**src/fap_regs.svh**
```systemverilog
// Flash array protect/program control: register offsets, fields, reset values, timing counts.
// Assumes a plain register port with byte-wide data and 16-bit addresses.
`ifndef FAP_REGS_SVH
`define FAP_REGS_SVH

`define FAP_CTRL_ADDR       16'hFF88
`define FAP_PROT_ADDR       16'hFF80
`define FAP_PROT2_ADDR      16'hFF81
`define FAP_ARRAY_BASE      16'h8000
`define FAP_VECTOR_PAGE     9'h1FF
`define FAP_BIT_PGM         0
`define FAP_BIT_ERASE       1
`define FAP_BIT_MASS        2
`define FAP_BIT_HIGH_VOLTAGE_ENABLE        3
`define FAP_CTRL_RESET      8'h00
`define FAP_PROT_ERASED     8'hFF
`define FAP_PROT_FE         8'hFE
`define FAP_FE_START        16'hFF00
`define FAP_CLK_MHZ         200
`define FAP_NVS_NS          10000
`define FAP_NVS_CYC         ((`FAP_NVS_NS * `FAP_CLK_MHZ + 999) / 1000)
`define FAP_PGS_NS          5000
`define FAP_PGS_CYC         ((`FAP_PGS_NS * `FAP_CLK_MHZ + 999) / 1000)

`endif

```
**src/fap_pkg.sv**
```systemverilog
// Flash array protect/program control: shared types.
// Assumes fap_regs.svh supplies the numeric constants.
package fap_pkg;

    typedef enum logic [2:0] {
        FAP_IDLE,
        FAP_SELECTED,
        FAP_PROT_READ,
        FAP_LATCHED,
        FAP_HV_ON
    } fap_seq_e;

    typedef struct packed {
        logic high_voltage_enable;
        logic mass;
        logic erase;
        logic program_select;
    } fap_ctrl_s;

    typedef struct packed {
        logic        wr;
        logic [15:0] addr;
        logic [7:0]  data;
    } fap_arr_req_s;

endpackage

```
**src/fap_protect.sv**
```systemverilog
// Protection window decode from the protect byte.
// Assumes the protect byte is stable while HV is requested.
`timescale 1ns/1ps
`default_nettype none
`include "fap_regs.svh"

module fap_protect
    import fap_pkg::*;
(
    // Inputs
    input  wire logic [7:0]  prot_byte,
    input  wire logic [15:0] addr,
    // Results
    output logic [15:0]      start_addr,
    output logic             addr_protected,
    output logic             any_protect
);

    always_comb
    begin
        if (prot_byte == `FAP_PROT_FE)
            start_addr = `FAP_FE_START;
        else
            start_addr = {1'b1, prot_byte, 7'h00};
        any_protect = (prot_byte != `FAP_PROT_ERASED);
        addr_protected = any_protect && (addr >= start_addr);
    end

endmodule
`default_nettype wire

```
**src/fap_ctrl.sv**
```systemverilog
// Flash array control register, sequence tracking and array write gating.
// Assumes the CPU drives the register port synchronously with SYS_CLK.
//
// The address map and the address-and-strobe port were left to the implementer.
`timescale 1ns/1ps
`default_nettype none
`include "fap_regs.svh"

module fap_ctrl
    import fap_pkg::*;
(
    // Clock and reset
    input  wire logic        SYS_CLK,
    input  wire logic        RESET,
    // Register and array port
    input  wire logic [15:0] ADDR,
    input  wire logic [7:0]  WDATA,
    input  wire logic        WR,
    input  wire logic        RD,
    output logic [7:0]       RDATA,
    // Array read data and the protect byte from the cells
    input  wire logic [7:0]  ARRAY_RDATA,
    input  wire logic [7:0]  PROT_BYTE,
    // Low power entry
    input  wire logic        LOW_POWER,
    // Array operation controls
    output logic             CHARGE_PUMP_ON,
    output logic             ARRAY_PROG,
    output logic             ARRAY_PAGE_ERASE,
    output logic             ARRAY_MASS_ERASE,
    output logic             PROT_BYTES_ERASE,
    output logic             ROW_FAIL,
    output logic [15:0]      LATCH_ADDR,
    output logic             BYTE_WR,
    output logic [15:0]      BYTE_ADDR,
    output logic [7:0]       BYTE_DATA
);

    fap_ctrl_s      ctrl_reg, ctrl_next;
    fap_seq_e       seq_reg, seq_next;
    logic [15:0]    latch_reg, latch_next;
    logic [15:0]    cnt_reg, cnt_next;
    logic           fail_reg, fail_next;
    logic           bwr_reg, bwr_next;
    logic [15:0]    baddr_reg, baddr_next;
    logic [7:0]     bdata_reg, bdata_next;
    logic [7:0]     rdata_reg, rdata_next;
    logic           prot_hit;
    logic           any_prot;
    logic [15:0]    prot_start;
    logic           ctrl_wr;
    logic           arr_wr;
    logic           in_array;
    fap_ctrl_s      wctrl;

    fap_protect u_protect (
        .prot_byte      (PROT_BYTE),
        .addr           (latch_reg),
        .start_addr     (prot_start),
        .addr_protected (prot_hit),
        .any_protect    (any_prot)
    );

    assign in_array = (ADDR >= `FAP_ARRAY_BASE) && (ADDR != `FAP_CTRL_ADDR);
    assign ctrl_wr  = WR && (ADDR == `FAP_CTRL_ADDR);
    assign arr_wr   = WR && in_array;
    assign wctrl    = fap_ctrl_s'(WDATA[3:0]);

    // Control register and sequence state
    always_comb
    begin
        ctrl_next  = ctrl_reg;
        seq_next   = seq_reg;
        latch_next = latch_reg;
        cnt_next   = (cnt_reg != 16'h0000) ? cnt_reg - 16'h0001 : cnt_reg;
        fail_next  = fail_reg;
        bwr_next   = 1'b0;
        baddr_next = baddr_reg;
        bdata_next = bdata_reg;
        if (LOW_POWER)
        begin
            ctrl_next = fap_ctrl_s'(4'(`FAP_CTRL_RESET));
            seq_next  = FAP_IDLE;
            cnt_next  = 16'h0000;
        end
        else if (ctrl_wr)
        begin
            if (!(wctrl.program_select && wctrl.erase))
            begin
                ctrl_next.program_select   = wctrl.program_select;
                ctrl_next.erase = wctrl.erase;
                ctrl_next.mass  = wctrl.mass;
                if (!wctrl.high_voltage_enable)
                    ctrl_next.high_voltage_enable = 1'b0;
                else if (!ctrl_reg.high_voltage_enable && (wctrl.program_select || wctrl.erase)
                         && seq_reg == FAP_LATCHED && cnt_reg == 16'h0000
                         && !prot_hit
                         && !(wctrl.erase && wctrl.mass && any_prot))
                begin
                    ctrl_next.high_voltage_enable = 1'b1;
                    seq_next = FAP_HV_ON;
                    cnt_next = 16'(`FAP_PGS_CYC);
                end
                if (!wctrl.program_select && !wctrl.erase && !ctrl_next.high_voltage_enable)
                    seq_next = FAP_IDLE;
                else if ((wctrl.program_select != ctrl_reg.program_select || wctrl.erase != ctrl_reg.erase)
                         && !ctrl_reg.high_voltage_enable)
                begin
                    seq_next  = FAP_SELECTED;
                    fail_next = 1'b0;
                end
            end
        end
        else if (RD && ADDR == `FAP_PROT_ADDR && seq_reg == FAP_SELECTED)
            seq_next = FAP_PROT_READ;
        else if (arr_wr && (ctrl_reg.program_select || ctrl_reg.erase))
        begin
            if (seq_reg == FAP_PROT_READ)
            begin
                latch_next = ADDR;
                seq_next   = FAP_LATCHED;
                cnt_next   = 16'(`FAP_NVS_CYC);
            end
            else if (seq_reg == FAP_HV_ON && ctrl_reg.program_select && ctrl_reg.high_voltage_enable)
            begin
                if (ADDR[15:6] != latch_reg[15:6] || cnt_reg != 16'h0000)
                    fail_next = 1'b1;
                else
                begin
                    bwr_next   = 1'b1;
                    baddr_next = ADDR;
                    bdata_next = WDATA;
                end
            end
        end
    end

    always_ff @(posedge SYS_CLK)
    begin
        if (RESET)
        begin
            ctrl_reg  <= fap_ctrl_s'(4'(`FAP_CTRL_RESET));
            seq_reg   <= FAP_IDLE;
            latch_reg <= 16'h0000;
            cnt_reg   <= 16'h0000;
            fail_reg  <= 1'b0;
            bwr_reg   <= 1'b0;
            baddr_reg <= 16'h0000;
            bdata_reg <= 8'h00;
        end
        else
        begin
            ctrl_reg  <= ctrl_next;
            seq_reg   <= seq_next;
            latch_reg <= latch_next;
            cnt_reg   <= cnt_next;
            fail_reg  <= fail_next;
            bwr_reg   <= bwr_next;
            baddr_reg <= baddr_next;
            bdata_reg <= bdata_next;
        end
    end

    // Read data, one cycle after the strobe
    always_comb
    begin
        rdata_next = 8'h00;
        if (RD)
        begin
            if (ADDR == `FAP_CTRL_ADDR)
                rdata_next = {4'h0, ctrl_reg};
            else if (ADDR == `FAP_PROT_ADDR)
                rdata_next = PROT_BYTE;
            else if (in_array)
                rdata_next = ARRAY_RDATA;
        end
    end

    always_ff @(posedge SYS_CLK)
    begin
        if (RESET)
            rdata_reg <= 8'h00;
        else
            rdata_reg <= rdata_next;
    end

    assign RDATA            = rdata_reg;
    assign CHARGE_PUMP_ON   = ctrl_reg.high_voltage_enable;
    assign ARRAY_PROG       = ctrl_reg.high_voltage_enable && ctrl_reg.program_select;
    assign ARRAY_PAGE_ERASE = ctrl_reg.high_voltage_enable && ctrl_reg.erase && !ctrl_reg.mass;
    assign ARRAY_MASS_ERASE = ctrl_reg.high_voltage_enable && ctrl_reg.erase && ctrl_reg.mass;
    assign PROT_BYTES_ERASE = ctrl_reg.high_voltage_enable && ctrl_reg.erase
                              && (ctrl_reg.mass || latch_reg[15:7] == `FAP_VECTOR_PAGE);
    assign ROW_FAIL         = fail_reg;
    assign LATCH_ADDR       = latch_reg;
    assign BYTE_WR          = bwr_reg;
    assign BYTE_ADDR        = baddr_reg;
    assign BYTE_DATA        = bdata_reg;
endmodule
`default_nettype wire

```
**config.mk**
```make
export PLATFORM = sky130hd
export DESIGN_NAME = fap_ctrl
export DESIGN_NICKNAME = d
export VERILOG_FILES = /design/src/fap_pkg.sv /design/src/fap_protect.sv /design/src/fap_ctrl.sv
export VERILOG_INCLUDE_DIRS = /design/src
export SDC_FILE = /design/constraint.sdc
export NUM_CORES = 1
export LEC_CHECK = 0
export BUFFER_PORTS_ARGS = -buffer_cell sky130_fd_sc_hd__buf_2
export CAP_MARGIN = 40
export CORE_MARGIN = 3
export CORE_UTILIZATION = 40
export DETAILED_ROUTE_END_ITERATION = 8
export PLACE_DENSITY = 0.74
export SLEW_MARGIN = 20
export SYNTH_ARGS = -nofsm -noshare
export SYNTH_HDL_FRONTEND = slang
export SYNTH_HIERARCHICAL = 1
export SYNTH_SLANG_ARGS = --single-unit
```
**constraint.sdc**
```tcl
create_clock -name SYS_CLK -period 3.8 [get_ports SYS_CLK]
set_clock_uncertainty 0.1 [all_clocks]
set_input_delay 0.19 -clock SYS_CLK [delete_from_list [all_inputs] [get_ports SYS_CLK]]
set_output_delay 0.19 -clock SYS_CLK [all_outputs]
set_load 0.01 [all_outputs]
```
# Word level (Yosys, flattened, before mapping)
# Index checks and enable logic that the tools add are counted.
dict set report op_classes {
  magnitude_cmp 2
  add_sub_neg 1
  muxes 36
  n_eq_ne 20
  bitwise_logic 9
  reduce_logical 53
}
# cell n
set op_table {}
lappend op_table {{16-bit two-way mux} 8}
lappend op_table {{16-bit equality test (second input constant)} 2}
lappend op_table {{3-bit two-way mux} 9}
lappend op_table {{1-bit logical AND} 25}
lappend op_table {{16-bit >= comparator} 1}
lappend op_table {{16-bit >= comparator (second input constant)} 1}
lappend op_table {{16-bit zero test} 1}
lappend op_table {{8-bit two-way mux} 2}
lappend op_table {{16-bit inequality test (second input constant)} 1}
lappend op_table {{16-bit nonzero test} 1}
lappend op_table {{16-bit by 1-bit subtractor with 16-bit output (second input constant)} 1}
lappend op_table {{1-bit two-way mux} 15}
lappend op_table {{15-bit two-way mux} 1}
lappend op_table {{10-bit inequality test} 1}
lappend op_table {{5-bit AND reduction} 2}
lappend op_table {{9-bit equality test (second input constant)} 1}
lappend op_table {{1-bit inverter} 9}
lappend op_table {{9-bit AND reduction} 1}
lappend op_table {{8-bit equality test (second input constant)} 1}
lappend op_table {{2-bit inequality test (second input constant)} 4}
lappend op_table {{8-bit inequality test (second input constant)} 1}
lappend op_table {{1-bit zero test} 7}
lappend op_table {{7-bit AND reduction} 1}
lappend op_table {{7-bit OR reduction} 1}
lappend op_table {{other kinds (14)} 24}
dict set report totals {
  output_inout_bits 55
  word_cells 134
  register_bits 73
}

# Logic depth before layout (Yosys ltp)
dict set report logic_depth {
  ltp_word 17
  ltp_mapped 12
  ltp_nobuf 12
}

# By module
# The synthesis kept the hierarchy.
# mod n_inst area_per_inst_um2 seq_area_each_um2 cells_each
set by_module_without_submodules {}
lappend by_module_without_submodules {fap_ctrl 1 3444.6 1461.4 413}
lappend by_module_without_submodules {fap_protect 1 356.6 0.0 53}

# Worst setup path before layout
# No wires, ideal clock.
dict set report synth_path {
  path_type {register to register}
  from {register latch_reg[9], in the netlist LATCH_ADDR[9]}
  to {register seq_reg[0]}
  path_stages_with_launch 12
  path_slack_ps 1284
  arrival_time_ps 2301
  t_required_ps 3585
  synth_period_minus_slack_ps 2516
  cell_sequence {dfxtp_1 -> ha_1 -> a211oi_1 -> o22ai_1 -> nor3_1 -> a211oi_2 -> nor4bb_1 -> o2111ai_1 -> or2_2 -> nand3_1 -> a21oi_1 -> o21a_1}
}
dict set report synth_between {
  elab_chain_len 15
}
# item line_no
set synth_rtl {}
lappend synth_rtl {{start, declared} fap_ctrl.sv:41} ;# logic [15:0] latch_reg, latch_next;
lappend synth_rtl {{start signal, assigned} fap_ctrl.sv:155} ;# latch_reg <= latch_next;
lappend synth_rtl {{16-bit >= comparator *} fap_protect.sv:26} ;# addr_protected = any_protect && (addr >= start_addr);
lappend synth_rtl {{1-bit logical AND *} fap_protect.sv:26}
lappend synth_rtl {{named net prot_hit} fap_ctrl.sv:48} ;# logic prot_hit;
lappend synth_rtl {{1-bit zero test *} fap_ctrl.sv:97} ;# && !prot_hit
lappend synth_rtl {{1-bit logical AND *} fap_ctrl.sv:97}
lappend synth_rtl {{1-bit logical AND *} fap_ctrl.sv:98} ;# && !(wctrl.erase && wctrl.mass && any_prot))
lappend synth_rtl {{branches (longest 10 deep; another with 5-bit AND reduction)} --}
lappend synth_rtl {{end signal, assigned} fap_ctrl.sv:154} ;# seq_reg <= seq_next;
lappend synth_rtl {{end, declared} fap_ctrl.sv:40} ;# fap_seq_e seq_reg, seq_next;
# Mark *: on every way through the listed nets, which the timed path passes. The select of a mux whose other input is x is not followed.
# A chain may end at the register's enable or synchronous reset.

# Final worst setup path
dict set report layout_path {
  from {register latch_reg[9], in the netlist LATCH_ADDR[9]}
  to {register cnt_reg[6]}
}
dict set report layout_between {
  elab_chain_len 9
}
# item line_no
set layout_rtl {}
lappend layout_rtl {{16-bit >= comparator} fap_protect.sv:26}
lappend layout_rtl {{1-bit logical AND} fap_protect.sv:26}
lappend layout_rtl {{named net prot_hit} fap_ctrl.sv:48}
lappend layout_rtl {{1-bit zero test} fap_ctrl.sv:97}
lappend layout_rtl {{1-bit logical AND} fap_ctrl.sv:97}
lappend layout_rtl {{1-bit logical AND} fap_ctrl.sv:98}
lappend layout_rtl {{16-bit two-way mux} fap_ctrl.sv:95} ;# else if (!ctrl_reg.high_voltage_enable && (wctrl.program_select || wctrl.erase)
lappend layout_rtl {{16-bit two-way mux} fap_ctrl.sv:93} ;# if (!wctrl.high_voltage_enable)
lappend layout_rtl {{16-bit two-way mux} fap_ctrl.sv:88} ;# if (!(wctrl.program_select && wctrl.erase))
lappend layout_rtl {{16-bit two-way mux} fap_ctrl.sv:86} ;# else if (ctrl_wr)
lappend layout_rtl {{end signal, assigned} fap_ctrl.sv:156} ;# cnt_reg <= cnt_next;
lappend layout_rtl {{end, declared} fap_ctrl.sv:42} ;# logic [15:0] cnt_reg, cnt_next;
# The timed path passes the listed nets, and every way through them passes these cells.

==> reports/qor.yml <==
cp-start-kind: "register"
fin_tns_setup_ps: 0
viasPerCell: 5.48
post_cts.repair.setup_buffers: 0
grt_pass1_vias: 3626
reg2reg_slack_ps: 870
core_um2: 8850
antenna_found_initial: 0
p_int_w: 0.00157
cts_inserted_buffers: 9
grt_overflow: 0
synth_nets: 503
tightest_slew_ps: 818
clk_pin_slew_ps: 90
rows: 34
ir_drop_v: 0.000453
grt_util_all_layers_pct: 20.8
portBuffers: 99
power_frac_seq_pct: 37.0
post-route-period-util_pct: 77.2
dp_hpwl_um: 7820
start_util_pct: 41.8
p_clk_share_pct: 25.2
path_cells: "ha_1 > a211oi_1 > o22ai_1 > nor3_1 > a211oi_2 > nor4bb_1 > o2111ai_1 > nor2_1 > nand3_2 > and2_1 > a21oi_1"
die_w_um: 102
holdCritPathClass: "in2reg"
drtPass1Iterations: 5
vias: 3636
cts_buffer_depth: 2
grt_pass1_wl_um: 17100
post_drt_wl_per_cell_um: 16.1
slew_violations: 0
nets: 605
critPathMaxFanout: 5
die_area_um2: 10400
ant_nets: 0
layout-drive-gt1-share_pct: 24.3
num_antenna_cells: 0
cp-end-kind: "register"
grt_start_max_net_pins: 46
gp_congestion: 0.948
max_stage_delay_ps: 460
area_growth_pct: 23.2
swShare_pct: 37.9
status: "complete, no violations"
yosysWarnings: 6
cts_max_level: 3
layout_min_cycle_time_ps: 2930
p_sw_w: 0.000960
p_per_area_nw_per_um2: 555
place_ws_ps: 947
cts_tree: "yes"
layout_commonest_cell: "buf_2"
clock_latency_ps: 360
slowest_stage: "dfxtp_1"
pwr-share-comb_pct: 37.9
maxSlewHeadroom_pct: 45.5
mostFrequentLayoutCells: "99 x buf_2, 73 x dfxtp_1, 68 x nand2_1"
netlist_area_um2: 3700
root_buffer: "clkbuf_8"
fmax_mhz: 341
final.setup.worst_slack_ps: 866
leakagePower_nw: 1.87
io_pins: 100
synthCells: 449
finalHoldViolations: 0
die_y_um: 102
cts.sinks: 73
drc_errors: 0
crit_type: "reg2reg"
setup_viol: 0
crit_required_ps: 3990
avgSynthCellArea_um2: 8.24
first_iter_violations: 279
rsz0062_at_grt: "no"
drv_cap: 0
finalWirelength_um: 10700
worstPathArrival_ps: 3120
## what timing repair did
item,4_1_cts,5_1_grt
resized for setup,0,0
hold endpoints to repair,13,0
hold buffers,13,0
## path summary, 6_finish.rpt
check                             startpoint                          to  cells past startpoint
hold / removal                      ADDR[11]  BYTE_ADDR[11]$_SDFFE_PP0P_                      3
setup reg to reg  LATCH_ADDR[9]$_SDFFE_PP0P_       cnt_reg[6]$_SDFF_PP0_                     11
setup / recovery  LATCH_ADDR[9]$_SDFFE_PP0P_       cnt_reg[6]$_SDFF_PP0_                     11
hold reg to reg    BYTE_DATA[7]$_SDFFE_PP0P_   BYTE_DATA[7]$_SDFFE_PP0P_                      2
## final cells by class
type / count / area, µm²
multi-input cells: 338 / 2060
fillers: 843 / 4290
well taps: 108 / 135
clock buffers: 9 / 124
flip-flops and latches: 73 / 1460
inverters: 16 / 60.1
repair buffers: 113 / 637
clock inverters: 7 / 78.8
## through the flow
stage	hold WS, ps	power, W	util, %	instances	area, µm²
global route	11.5	0.00269	51.5	664	4560
finish	15.2	0.00253	51.5	664	4560
floorplan	230	0.00168	-	449	3700
CTS	2.99	0.00253	51.4	663	4550
global placement	337	0.00185	47.6	634	4210
detailed placement	341	0.00188	47.6	634	4210
## power groups by stage
stage / Clock [W] / Combinational, W / Sequential (W)
final: 0.000636 / 0.000959 / 0.000935
after global routing: 0.000674 / 0.00107 / 0.000948
after CTS: 0.000646 / 0.000953 / 0.000933
after detailed placement: 0 / 0.000932 / 0.000950
after global placement: 0 / 0.000909 / 0.000942
after floorplan: 0 / 0.000753 / 0.000931
## critical path, delay by kind of cell, from the launching register on
family	cells	cell delay [ps]
flip-flops	1	460
adder cells (fa/ha/maj)	1	290
AND/OR/NAND/NOR	5	1160
AO/OA/AOI/OAI	5	860
## layer usage
metal | share of wire, % | global-route usage, % | vias up | wire [µm]
met5 | 0 | 0 | - | 0
met4 | 1.6 | 7.57 | 0 | 174
met3 | 7.2 | 5.05 | 21 | 770
met2 | 46 | 34.1 | 144 | 4910
met1 | 45 | 26.8 | 1707 | 4820
li1 | - | - | 1764 | -
No activity file was read; power rests on OpenSTA's default activity.
